$ cat src/logic/profile_bank_pkg.sv
// Package: byte addresses, field layouts and reset values of the profile configuration bank
package profile_bank_pkg;

  localparam int ADDR_W = 16;
  localparam int DATA_W = 8;

  // Byte addresses, profile 2 frequency multiplication and lock detectors
  localparam logic [15:0] IN_DIV_ADDR = 16'h069e;
  localparam logic [15:0] FB_INT_ADDR = 16'h06a2;
  localparam logic [15:0] FB_FRAC_ADDR = 16'h06a6;
  localparam logic [15:0] PH_THR_ADDR = 16'h06a9;
  localparam logic [15:0] PH_FILL_ADDR = 16'h06ab;
  localparam logic [15:0] PH_DRAIN_ADDR = 16'h06ac;
  localparam logic [15:0] FR_THR_ADDR = 16'h06ad;
  localparam logic [15:0] FR_FILL_ADDR = 16'h06b0;
  localparam logic [15:0] FR_DRAIN_ADDR = 16'h06b1;
  // Byte addresses, profile 3 priorities and period
  localparam logic [15:0] PRIO_ADDR = 16'h06b2;
  localparam logic [15:0] PERIOD_ADDR = 16'h06b3;
  localparam logic [15:0] PAD_ADDR = 16'h06b8;
  localparam logic [15:0] LAST_ADDR = 16'h06b9;

  // Field widths
  localparam int IN_DIV_W = 30;
  localparam int FB_INT_W = 20;
  localparam int FRAC_W = 10;
  localparam int PH_THR_W = 16;
  localparam int FR_THR_W = 24;
  localparam int PERIOD_W = 40;
  localparam int PRIO_W = 3;

  // Field positions inside their bytes
  localparam int IN_DIV_TOP_W = 6;    // Byte 3 bits 5:0
  localparam int FB_INT_TOP_W = 4;    // Byte 2 bits 3:0
  localparam int NUM_HI_W = 2;        // Frac byte 1 bits 1:0
  localparam int MOD_LO_POS = 4;      // Frac byte 1 bits 7:4
  localparam int MOD_HI_W = 6;        // Frac byte 2 bits 5:0
  localparam int SCALE_POS = 7;
  localparam int PROMO_POS = 3;
  localparam int SEL_POS = 0;

  // Reset values
  localparam logic [7:0] BYTE_RST = 8'h00;

  // Least legal integer feedback value, checked by software
  localparam logic [19:0] FB_INT_MIN = 20'h0_0007;

  // Phase lock threshold unit
  typedef enum logic {
    UNIT_PS = 1'b0,
    UNIT_NS = 1'b1
  } lock_unit_t;

  // Register port request
  typedef struct packed {
    logic [ADDR_W-1:0] addr;
    logic [DATA_W-1:0] wdata;
    logic wr;
    logic rd;
  } reg_req_t;

  // Decoded settings handed to the PLL datapath
  typedef struct packed {
    logic [IN_DIV_W:0] in_div_ratio;
    logic [FB_INT_W:0] fb_int_ratio;
    logic [FRAC_W-1:0] fb_num;
    logic [FRAC_W-1:0] fb_mod;
    logic [PH_THR_W-1:0] ph_thr;
    lock_unit_t ph_unit;
    logic [7:0] ph_fill;
    logic [7:0] ph_drain;
    logic [FR_THR_W-1:0] fr_thr;
    logic [7:0] fr_fill;
    logic [7:0] fr_drain;
  } freq_cfg_t;

  typedef struct packed {
    logic [PRIO_W-1:0] sel_prio;
    logic [PRIO_W-1:0] promo_prio;
    logic [PRIO_W-1:0] eff_prio;
    lock_unit_t ph_unit;
    logic [PERIOD_W-1:0] period_fs;
  } ref_cfg_t;

endpackage

$ cat src/logic/profile_bank.sv
// Profile configuration bank: profile 2 dividers and lock detectors, profile 3 priorities and period
// Notes on behaviour
// Input divider is 30 bits over four bytes; ratio is value plus one.
// Integer feedback divider is 20 bits over three bytes; ratio is value plus one.
// Software never writes an integer feedback value below seven.
// Fraction numerator and modulus are 10 bits each, split across three bytes.
// Phase lock threshold is 16 bits; its unit comes from the priority scale bit.
// Scale bit zero means picoseconds, one means nanoseconds.
// Each profile has its own 8-bit phase lock fill and drain rates.
// Frequency lock threshold is 24 bits in picoseconds over three bytes.
// Each profile has its own 8-bit frequency lock fill and drain rates.
// A 3-bit selection priority, zero to seven, ranks the reference.
// A separate 3-bit promoted priority applies while the reference is active.
// Software keeps promoted priority no greater than selection priority.
// Nominal reference period is 40 bits in femtoseconds, low byte first.
// Software writes zeros to the two pad bytes after the period.
// Each profile's fields are stored apart; writes never touch another profile.
module profile_bank
  import profile_bank_pkg::*;
(
  input wire logic REF_CLK,
  input wire logic RST_B,
  input wire logic [ADDR_W-1:0] ADDR,
  input wire logic [DATA_W-1:0] WDATA,
  input wire logic WR_STB,
  input wire logic RD_STB,
  input wire logic REF_ACTIVE,
  input wire logic P2_PH_SCALE,
  output logic [DATA_W-1:0] RDATA,
  output freq_cfg_t FREQ_CFG,
  output ref_cfg_t REF_CFG,
  output logic FB_INT_LOW
);

  reg_req_t req;
  logic [IN_DIV_W-1:0] in_div_reg;
  logic [FB_INT_W-1:0] fb_int_reg;
  logic [FRAC_W-1:0] fb_num_reg;
  logic [FRAC_W-1:0] fb_mod_reg;
  logic [PH_THR_W-1:0] ph_thr_reg;
  logic [7:0] ph_fill_reg;
  logic [7:0] ph_drain_reg;
  logic [FR_THR_W-1:0] fr_thr_reg;
  logic [7:0] fr_fill_reg;
  logic [7:0] fr_drain_reg;
  logic scale_reg;
  logic [PRIO_W-1:0] promo_reg;
  logic [PRIO_W-1:0] sel_reg;
  logic [PERIOD_W-1:0] period_reg;
  logic [15:0] pad_reg;
  logic [DATA_W-1:0] rdata_next;
  logic [DATA_W-1:0] rdata_reg;
  logic ref_active_reg;

  // Byte index of an address inside a multi-byte field, or all ones when outside
  function automatic logic [2:0] byte_of(input logic [15:0] a, input logic [15:0] base, input int n);
    logic [15:0] d;
    d = a - base;
    if (a >= base && d < 16'(n)) begin
      return d[2:0];
    end
    return 3'b111;
  endfunction

  assign req = '{addr: ADDR, wdata: WDATA, wr: WR_STB, rd: RD_STB};

  // Input divider, four bytes, top two bits of the last byte unused
  always_ff @(posedge REF_CLK or negedge RST_B) begin
    if (!RST_B) begin
      in_div_reg <= '0;
    end else if (req.wr) begin
      case (byte_of(req.addr, IN_DIV_ADDR, 4))
        3'd0: in_div_reg[7:0] <= req.wdata;
        3'd1: in_div_reg[15:8] <= req.wdata;
        3'd2: in_div_reg[23:16] <= req.wdata;
        3'd3: in_div_reg[29:24] <= req.wdata[IN_DIV_TOP_W-1:0];
        default: ;
      endcase
    end
  end

  // Integer feedback divider; fourth byte is unused and not stored
  always_ff @(posedge REF_CLK or negedge RST_B) begin
    if (!RST_B) begin
      fb_int_reg <= '0;
    end else if (req.wr) begin
      case (byte_of(req.addr, FB_INT_ADDR, 3))
        3'd0: fb_int_reg[7:0] <= req.wdata;
        3'd1: fb_int_reg[15:8] <= req.wdata;
        3'd2: fb_int_reg[19:16] <= req.wdata[FB_INT_TOP_W-1:0];
        default: ;
      endcase
    end
  end

  // Fractional feedback: numerator and modulus interleaved across three bytes
  always_ff @(posedge REF_CLK or negedge RST_B) begin
    if (!RST_B) begin
      fb_num_reg <= '0;
      fb_mod_reg <= '0;
    end else if (req.wr) begin
      case (byte_of(req.addr, FB_FRAC_ADDR, 3))
        3'd0: fb_num_reg[7:0] <= req.wdata;
        3'd1: begin
          fb_num_reg[9:8] <= req.wdata[NUM_HI_W-1:0];
          fb_mod_reg[3:0] <= req.wdata[7:MOD_LO_POS];
        end
        3'd2: fb_mod_reg[9:4] <= req.wdata[MOD_HI_W-1:0];
        default: ;
      endcase
    end
  end

  // Phase lock detector settings of profile 2
  always_ff @(posedge REF_CLK or negedge RST_B) begin
    if (!RST_B) begin
      ph_thr_reg <= '0;
      ph_fill_reg <= BYTE_RST;
      ph_drain_reg <= BYTE_RST;
    end else if (req.wr) begin
      if (req.addr == PH_THR_ADDR) begin
        ph_thr_reg[7:0] <= req.wdata;
      end else if (req.addr == PH_THR_ADDR + 16'h0001) begin
        ph_thr_reg[15:8] <= req.wdata;
      end else if (req.addr == PH_FILL_ADDR) begin
        ph_fill_reg <= req.wdata;
      end else if (req.addr == PH_DRAIN_ADDR) begin
        ph_drain_reg <= req.wdata;
      end
    end
  end

  // Frequency lock detector settings of profile 2
  always_ff @(posedge REF_CLK or negedge RST_B) begin
    if (!RST_B) begin
      fr_thr_reg <= '0;
      fr_fill_reg <= BYTE_RST;
      fr_drain_reg <= BYTE_RST;
    end else if (req.wr) begin
      case (byte_of(req.addr, FR_THR_ADDR, 3))
        3'd0: fr_thr_reg[7:0] <= req.wdata;
        3'd1: fr_thr_reg[15:8] <= req.wdata;
        3'd2: fr_thr_reg[23:16] <= req.wdata;
        default: begin
          if (req.addr == FR_FILL_ADDR) begin
            fr_fill_reg <= req.wdata;
          end else if (req.addr == FR_DRAIN_ADDR) begin
            fr_drain_reg <= req.wdata;
          end
        end
      endcase
    end
  end

  // Profile 3 priorities; bit 6 is unused and not stored
  always_ff @(posedge REF_CLK or negedge RST_B) begin
    if (!RST_B) begin
      scale_reg <= 1'b0;
      promo_reg <= '0;
      sel_reg <= '0;
    end else if (req.wr && req.addr == PRIO_ADDR) begin
      scale_reg <= req.wdata[SCALE_POS];
      promo_reg <= req.wdata[PROMO_POS +: PRIO_W];
      sel_reg <= req.wdata[SEL_POS +: PRIO_W];
    end
  end

  // Profile 3 nominal period, low byte first, plus the two pad bytes
  always_ff @(posedge REF_CLK or negedge RST_B) begin
    if (!RST_B) begin
      period_reg <= '0;
      pad_reg <= '0;
    end else if (req.wr) begin
      case (byte_of(req.addr, PERIOD_ADDR, 7))
        3'd0: period_reg[7:0] <= req.wdata;
        3'd1: period_reg[15:8] <= req.wdata;
        3'd2: period_reg[23:16] <= req.wdata;
        3'd3: period_reg[31:24] <= req.wdata;
        3'd4: period_reg[39:32] <= req.wdata;
        3'd5: pad_reg[7:0] <= req.wdata; // Kept so software can read back what it wrote
        3'd6: pad_reg[15:8] <= req.wdata;
        default: ;
      endcase
    end
  end

  // Read mux; unused bits and unmapped addresses read as zero
  always_comb begin
    rdata_next = '0;
    if (req.addr >= IN_DIV_ADDR && req.addr <= LAST_ADDR) begin
      case (req.addr - IN_DIV_ADDR)
        16'h0000: rdata_next = in_div_reg[7:0];
        16'h0001: rdata_next = in_div_reg[15:8];
        16'h0002: rdata_next = in_div_reg[23:16];
        16'h0003: rdata_next = {2'b00, in_div_reg[29:24]};
        16'h0004: rdata_next = fb_int_reg[7:0];
        16'h0005: rdata_next = fb_int_reg[15:8];
        16'h0006: rdata_next = {4'h0, fb_int_reg[19:16]};
        16'h0008: rdata_next = fb_num_reg[7:0];
        16'h0009: rdata_next = {fb_mod_reg[3:0], 2'b00, fb_num_reg[9:8]};
        16'h000a: rdata_next = {2'b00, fb_mod_reg[9:4]};
        16'h000b: rdata_next = ph_thr_reg[7:0];
        16'h000c: rdata_next = ph_thr_reg[15:8];
        16'h000d: rdata_next = ph_fill_reg;
        16'h000e: rdata_next = ph_drain_reg;
        16'h000f: rdata_next = fr_thr_reg[7:0];
        16'h0010: rdata_next = fr_thr_reg[15:8];
        16'h0011: rdata_next = fr_thr_reg[23:16];
        16'h0012: rdata_next = fr_fill_reg;
        16'h0013: rdata_next = fr_drain_reg;
        16'h0014: rdata_next = {scale_reg, 1'b0, promo_reg, sel_reg};
        16'h0015: rdata_next = period_reg[7:0];
        16'h0016: rdata_next = period_reg[15:8];
        16'h0017: rdata_next = period_reg[23:16];
        16'h0018: rdata_next = period_reg[31:24];
        16'h0019: rdata_next = period_reg[39:32];
        16'h001a: rdata_next = pad_reg[7:0];
        16'h001b: rdata_next = pad_reg[15:8];
        default: rdata_next = '0;
      endcase
    end
  end

  // Read data stands only in the cycle after the strobe
  always_ff @(posedge REF_CLK or negedge RST_B) begin
    if (!RST_B) begin
      rdata_reg <= '0;
    end else if (req.rd) begin
      rdata_reg <= rdata_next;
    end else begin
      rdata_reg <= '0;
    end
  end

  // Active-reference flag registered so the effective priority is glitch free
  always_ff @(posedge REF_CLK or negedge RST_B) begin
    if (!RST_B) begin
      ref_active_reg <= 1'b0;
    end else begin
      ref_active_reg <= REF_ACTIVE;
    end
  end

  assign RDATA = rdata_reg;

  // Decoded settings; ratios carry the extra bit so the plus one cannot wrap
  assign FREQ_CFG.in_div_ratio = {1'b0, in_div_reg} + 31'd1;
  assign FREQ_CFG.fb_int_ratio = {1'b0, fb_int_reg} + 21'd1;
  assign FREQ_CFG.fb_num = fb_num_reg;
  assign FREQ_CFG.fb_mod = fb_mod_reg;
  assign FREQ_CFG.ph_thr = ph_thr_reg;
  // Profile 2's scale bit sits in its own priority register outside this bank and arrives as a level;
  // tying it to profile 3's bit would let one profile's write change the other's unit
  assign FREQ_CFG.ph_unit = P2_PH_SCALE ? UNIT_NS : UNIT_PS;
  assign FREQ_CFG.ph_fill = ph_fill_reg;
  assign FREQ_CFG.ph_drain = ph_drain_reg;
  assign FREQ_CFG.fr_thr = fr_thr_reg;
  assign FREQ_CFG.fr_fill = fr_fill_reg;
  assign FREQ_CFG.fr_drain = fr_drain_reg;

  assign REF_CFG.sel_prio = sel_reg;
  assign REF_CFG.promo_prio = promo_reg;
  assign REF_CFG.eff_prio = ref_active_reg ? promo_reg : sel_reg;
  assign REF_CFG.ph_unit = scale_reg ? UNIT_NS : UNIT_PS;
  assign REF_CFG.period_fs = period_reg;

  // Status only: flags a value software was not meant to program
  assign FB_INT_LOW = (fb_int_reg < FB_INT_MIN);

endmodule

$ cat config.mk
export PLATFORM = sky130hd
export DESIGN_NAME = profile_bank
export DESIGN_NICKNAME = d
export VERILOG_FILES = /design/src/logic/profile_bank_pkg.sv /design/src/logic/profile_bank.sv
export SDC_FILE = /design/constraint.sdc
export NUM_CORES = 1
export LEC_CHECK = 0
export BUFFER_PORTS_ARGS = -buffer_cell sky130_fd_sc_hd__buf_2
export CORE_MARGIN = 2
export CORE_UTILIZATION = 56
export CTS_CLUSTER_DIAMETER = 120
export CTS_CLUSTER_SIZE = 10
export DETAILED_ROUTE_END_ITERATION = 10
export PLACE_DENSITY = 0.89
export SKIP_LAST_GASP = 1
export SLEW_MARGIN = 20
export SYNTH_ARGS = -nofsm -noshare
export SYNTH_HDL_FRONTEND = slang
export SYNTH_SLANG_ARGS = --single-unit
$ cat constraint.sdc
create_clock -name REF_CLK -period 2.35 [get_ports REF_CLK]
set_input_delay 0 -clock REF_CLK [delete_from_list [all_inputs] [get_ports REF_CLK]]
set_output_delay 0 -clock REF_CLK [all_outputs]
set_load 0.02 [all_outputs]
After elaboration in Yosys (flattened, before gate mapping)
Index checks and enable logic that the tools add are counted.

word-level totals
  register bits after elaboration = 214
  bits of input ports = 30
  word-level logic and storage cells = 175

cells by class
  add/sub/neg operators = 7
  order comparisons = 12
  equal/unequal tests = 48
  muxes and demuxes = 31
  bitwise gates (word level) = 5
  reduce and logical (&&, ||, !) cells = 40

operators with widths
  kind                                                              number
  one-hot mux 8 bit (27 select lines)                               1
  == test 16 x 5 -> 1 bit, second input constant                    12
  == test 16 x 4 -> 1 bit, second input constant                    8
  == test 16 x 11 -> 1 bit, second input constant                   7
  >= comparator 16 x 11 -> 1 bit, second input constant             5
  subtractor 16 x 11 -> 16 bit, second input constant               5
  == test 16 x 3 -> 1 bit, second input constant                    3
  < comparator 16 x 2 -> 1 bit, second input constant               3
  2-to-1 mux 3 bit                                                  16
  AND reduction 2 bit                                               21
  == test 16 x 2 -> 1 bit, second input constant                    2
  < comparator 16 x 3 -> 1 bit, second input constant               2
  adder 30 x 1 -> 31 bit, second input constant                     1
  adder 20 x 1 -> 21 bit, second input constant                     1
  == test 3 x 2 -> 1 bit, second input constant                     7
  < comparator 20 x 3 -> 1 bit, second input constant               1
  == test 16 x 1 -> 1 bit, second input constant                    1
  less-or-equal comparator 16 x 11 -> 1 bit, second input constant  1
  zero test 16 bit                                                  1
  2-to-1 mux 8 bit                                                  2
  == test 3 x 1 -> 1 bit, second input constant                     5
  zero test 3 bit                                                   5
  2-to-1 mux 1 bit                                                  12
  == test 3 bit, second input constant                              3
  6 further kinds                                                   18

Longest topological paths before layout
  depth after elaboration = 11
  depth in mapped cells = 14
  depth with buffers taken out = 10

Least setup slack after synthesis
No wires, ideal clock.

  kind = input to register
  start = input ADDR[0]
  end = register fr_thr_reg[10]
  setup time = 125 ps
  data arrival time = 2727 ps
  required time = 2225 ps
  slack = -502 ps
  stages = 10
  cell sequence = buf_1 -> inv_1 -> ha_1 -> and3b_1 -> o21ai_1 -> a21oi_1 -> nor2_1 -> o41ai_2 -> nand3_1 -> mux2_2

between the ends
  cells in the longest elaborated chain, start to end = 9
  elaborated cells on any way between the ends = 11
  classes of those cells = add/sub (1); order compare (2); eq/ne (1); mux (5); reduce/logical (2)

ends and longest elaborated chain
  item                             line                 text
  start, declared                  profile_bank.sv:23   input wire logic [ADDR_W-1:0] ADDR,
  subtractor 16 x 11 -> 16 bit     profile_bank.sv:58   d = a - base;
  < comparator 16 x 2 -> 1 bit     profile_bank.sv:59   if (a >= base && d < 16'(n)) begin
  logical AND 1 bit                profile_bank.sv:59
  2-to-1 mux 1 bit                 profile_bank.sv:59
  2-to-1 mux 1 bit                 profile_bank.sv:139  end else if (req.wr) begin
  2-to-1 mux 3 bit *               profile_bank.sv:62   return 3'b111;
  2-to-1 mux 3 bit *               profile_bank.sv:139
  == test 3 x 1 -> 1 bit *         profile_bank.sv:140  case (byte_of(req.addr, FR_THR_ADDR, 3))
  AND reduction 2 bit (no line) *  --
  end signal, assigned             profile_bank.sv:142  3'd1: fr_thr_reg[15:8] <= req.wdata;
  end, declared                    profile_bank.sv:43   logic [FR_THR_W-1:0] fr_thr_reg;

Mark *: on every way between the ends. The rest lies on a longest branch, timed or not. The select of a mux whose other input is x is not followed.
A chain may end at the register's enable or synchronous reset.

==> results list <==
- Floorplan die area: 23,280 um2
* Upper clock frequency limit: 390.6 MHz
- The floorplan has 54 rows.
- The clock network is responsible for 41.4% of the overall power.
- The Yosys step of the flow raised 0 warnings.
- The longest clock path from root to sink contains 3 buffers.
* CTS Root Buffer Type: sky130_fd_sc_hd__clkbuf_16
* Synthesized-area fraction occupied by ao, oa, aoi and oai cells: roughly 14%
* Initial core utilization: 56.82%
- Clock tree from TritonCTS: yes
* Post-synthesis share of cell area spent on xor and xnor gates: 4.535%
* Share of synthesized cell area in and, or, nand and nor gates: 12.64%
* Post-Layout Cell Count: 1,853
- Result of the run: finished with violations
- Max stage delay on crit path: 360 ps
- For the pin with the worst max-slew slack, the measured transition is 790.8 ps.
- Measured against its own limit, the worst slew margin works out to 47.28%.
- Setup violations remaining at the end of the flow were counted as 14.
* Share of post-route cells with drive strength above 1: 51.27%
* Final WS setup: -210.2 ps
- Synthesized-area fraction occupied by adder cells: 1.113%
* Critical-path top delay cell: sky130_fd_sc_hd__dfrtp_1
- Wire segments on met3 add up to roughly 6100 um in the final route.
* Vias per Instance: about 6.8
* Clock transition at the registers of the reported paths: 50 ps
- Cell internal power was estimated by the tool at 5.950 mW.
- Fill cell total of the finished layout: 1,338
* Total power density per cell area: ~480 nW/um2
- Shortest clock period the worst path allows after layout: around 2600 ps
* Category of the worst setup path capture point: output port
- Number of buffer and inverter stages on the critical path: 3
- Final instance area: 16,920 um2
* Arrival time at the worst endpoint: between 2000 and 3000 ps
- Sequential cell area fraction in the yosys report: a little over two fifths
* Critical Setup Path Class: flop to output port
* Setup clock skew after layout: roughly 20 ps
- Total congestion overflow after global routing: 0
* Number of enable-type register cells in the synthesized netlist: 0
* Largest delay share family, worst path: simple AND/OR/NAND/NOR gates
- Area Overhead vs Synth: 36.89%
* Clock Sinks: about 210
- FF-to-FF path depth: 11
- DR DRC count: 0
- At the end of the flow, the number of nets in the layout was 1,613.
* DIE WIDTH: 152.6 um
* Final Hold Violating Endpoints: 3
- Insertion delay of the later-clocked pin in the worst-skew pair: 540 ps
* Number of flip-flops and latches in the synthesized netlist: 214
- At the worst endpoint, the required time is around 2400 ps.
* Detailed-route wire length: 50,760 um
- The core region is about 22,000 um2.
- The checks that failed: negative hold slack, negative setup slack.
* Vias: approximately 13,000
- Number of violations reported at the end of detailed-routing iteration 0: 1,874
- Along the worst path, the maximum fanout reaches 3.
- Leading register cell type out of synthesis: sky130_fd_sc_hd__dfrtp_1
* Most frequent standard cell in the layout excluding fill and tap cells: sky130_fd_sc_hd__buf_4
* Detailed placer's ending HPWL: around 35,000 um
- Setup repair after global routing missed its margin: yes
- Leak Pwr: 8.354 nW
- Measured along the y axis, the die boundary spans 152.6 um.
* HP Class: input port to asynchronous set/reset pin
* Dominant combinational cell family by area after synthesis: multiplexers
- The top cell types in the final layout, fill and taps aside, are sky130_fd_sc_hd__buf_4, sky130_fd_sc_hd__buf_2, sky130_fd_sc_hd__dfrtp_1, sky130_fd_sc_hd__mux2_2, sky130_fd_sc_hd__nand2_1.
- Most used cell along the critical path: sky130_fd_sc_hd__nand3_4
- Number of max-cap violations: 0
- Leading cell types by total area after synthesis: sky130_fd_sc_hd__dfrtp_1, sky130_fd_sc_hd__mux2_2, sky130_fd_sc_hd__xnor2_1
* Yosys cell types: 81
- Clock H-tree levels: 1
* Pre-Repair DR Iteration Count: 6
* Routability cong.: 1.042
* Sequential cell area: 5360 um2
- Entering global routing, the biggest net connects 59 pins.
* Worst-path cell chain: and4_1 > and3_4 > nand3_4 > nor2_4 > nand4_1 > nor2_2 > buf_6 > buf_12 > nand3_4 > xnor2_2 > buf_4
- Sequential group share of total power: between 40% and 50%
* Vias in the first global route: 12,850
- Cells fill between 70% and 80% of the core in the end.
* Inst Count DP: 1,790
* Switching part of the total: 26.69%
- Cell count along the critical path: 11
- The first global-routing pass estimated between 70,000 and 80,000 um of wire.
* Nature of the critical path startpoint: flop
* Tcrit/Tclk final: 108.9%
* Peak VDD IR: 0.5176 mV
- After detailed placement, the total cell area comes to 15,670 um2.
* TritonCTS Buffers: 25
- Multiplexer area fraction after synthesis: 20.45%
- In this run the remaining antenna-violating nets after routing total 0.
* Initial antenna violation count: 1
* Combined area of all synthesized cells: 12,360 um2
- Routed length on met1: 18,430 um
- NetSw: about 2.2 mW
- During placement, the flow inserted port buffers numbering 231.
* Gate Count Post-Synth: between 1,000 and 1,500
- Proportion of netlist area held by the largest area contributor: 43.32%
- Share of synthesized registers carrying an async set or reset: 100.0%
- Adding up every negative setup slack in the final design gives -1476 ps.
- Final Slew Violations: 0
- Global routing usage summed across all routing layers: 42.03%
- Across all hold checks on the routed design, the worst slack comes to -3.788 ps.
- # IOs: 234
- Combinational fraction of design power: 13.1%
- Highest routed layer: met4
- Mean cell area of the mapped netlist: 10.71 um2
- Summing all multi-input logic gate instances after layout gives 7109 um2.
- In the detailed route, the total length drawn on met2 is 23,200 um.
- When the netlist entered floorplanning its net count stood at 1,195.
- The biggest area contributor in the post-synthesis netlist is sky130_fd_sc_hd__dfrtp_1.
- Post-DR wirelength/cell: 27.40 um
* Flip-flop count of the largest register after layout: 40
[repair_timing]
item                                    CTS  global route
pin swaps                                10            25
hold buffers                              2             0
buffers inserted                         21            13
endpoints found under the hold margin   215             0
endpoints found under the setup margin   28            39
gates resized for setup                  32            46
[kinds of logic (layout without fill, tap and decap cells)]
kind of cell    count (synthesis)  count (layout)
fa+ha+maj                      11              11
buf+inv                       109             527
flops                         214             214
compound gates                242             242
simple gates                  290             290
other cells                     0               1
mux                           224             224
xor+xnor                       64              64
[power groups by stage]
stage / sequential (mW) / clock, mW / combinational (mW)
after floorplan: 3.76 / 0 / 0.461
after global placement: 3.76 / 0 / 1.00
after detailed placement: 3.76 / 0 / 1.01
after CTS: 3.69 / 3.35 / 1.02
after global routing: 3.69 / 3.51 / 1.11
final: 3.69 / 3.36 / 1.07
[synthesized netlist by cell type (8+ instances only)]
master and count:
sky130_fd_sc_hd__o22ai_1 10, sky130_fd_sc_hd__a31oi_1 14, sky130_fd_sc_hd__and3_1 18, sky130_fd_sc_hd__xor2_1 20
sky130_fd_sc_hd__a32oi_1 8, sky130_fd_sc_hd__nand3_1 55, sky130_fd_sc_hd__nor4_1 14, sky130_fd_sc_hd__buf_2 15
sky130_fd_sc_hd__mux2i_1 14, sky130_fd_sc_hd__inv_1 18, sky130_fd_sc_hd__nor2_2 8, sky130_fd_sc_hd__dfrtp_1 214
sky130_fd_sc_hd__nor3_1 10, sky130_fd_sc_hd__a21oi_1 35, sky130_fd_sc_hd__o21ai_0 32, sky130_fd_sc_hd__a22oi_1 39
sky130_fd_sc_hd__nand4_1 15, sky130_fd_sc_hd__clkbuf_1 66, sky130_fd_sc_hd__nand2b_1 10, sky130_fd_sc_hd__xnor2_1 44
sky130_fd_sc_hd__nand2_1 63, sky130_fd_sc_hd__a22o_1 10, sky130_fd_sc_hd__nor2_1 48, sky130_fd_sc_hd__ha_1 11
sky130_fd_sc_hd__mux2_2 201, sky130_fd_sc_hd__a222oi_1 16
[worst paths after layout]
check,start,end,slack (ps)
setup reg to reg,in_div_reg[13],RDATA[5],20
max in group asynchronous,RST_B,fb_int_reg[4],1510
hold reg to reg,pad_reg[8],pad_reg[8],510
hold / removal,RST_B,in_div_reg[10],-4
min in group REF_CLK,P2_PH_SCALE,FREQ_CFG[56],0
setup / recovery,in_div_reg[13],FREQ_CFG[141],-210
[worst register-to-register path, delay by kind of cell (launching register included)]
kind | cells | cell delay [ps]
AOI/OAI and AO/OA | 7 | 1300
buffers and inverters | 3 | 470
DFF | 1 | 390
and+or+nand+nor | 1 | 40
[metrics by stage]
step | power (mW) | hold WS, ps | setup WS (ps)
6_report | 8.116 | -3.788 | -210.2
5_1_grt | 8.312 | 0.1526 | -267.2
4_1_cts | 8.067 | 0.1367 | -114.1
3_5_place_dp | 4.769 | -1.146 | -554.4
3_3_place_gp | 4.760 | -0.9350 | -349.4
2_1_floorplan | 4.220 | -295.6 | -157.7
[cell type report]
| cell class | instances | share of cell area, % |
|---|---|---|
| well taps | 280 | 2.071 |
| inverters | 18 | 0.5176 |
| clock buffers | 25 | 3.697 |
| repair buffers | 482 | 19.83 |
| diodes | 1 | 0.01479 |
| flip-flops and latches | 214 | 31.68 |
| multi-input cells | 831 | 42.02 |
| clock inverters | 2 | 0.1701 |
[per-layer routing]
layer / track usage [%] / vias to the layer above
li1: - / 5170
met1: 55.39 / 6121
met2: 65.36 / 1128
met3: 9.812 / 256
met4: 21.38 / 0
met5: 0 / -
(Power assumes the default switching activity.)
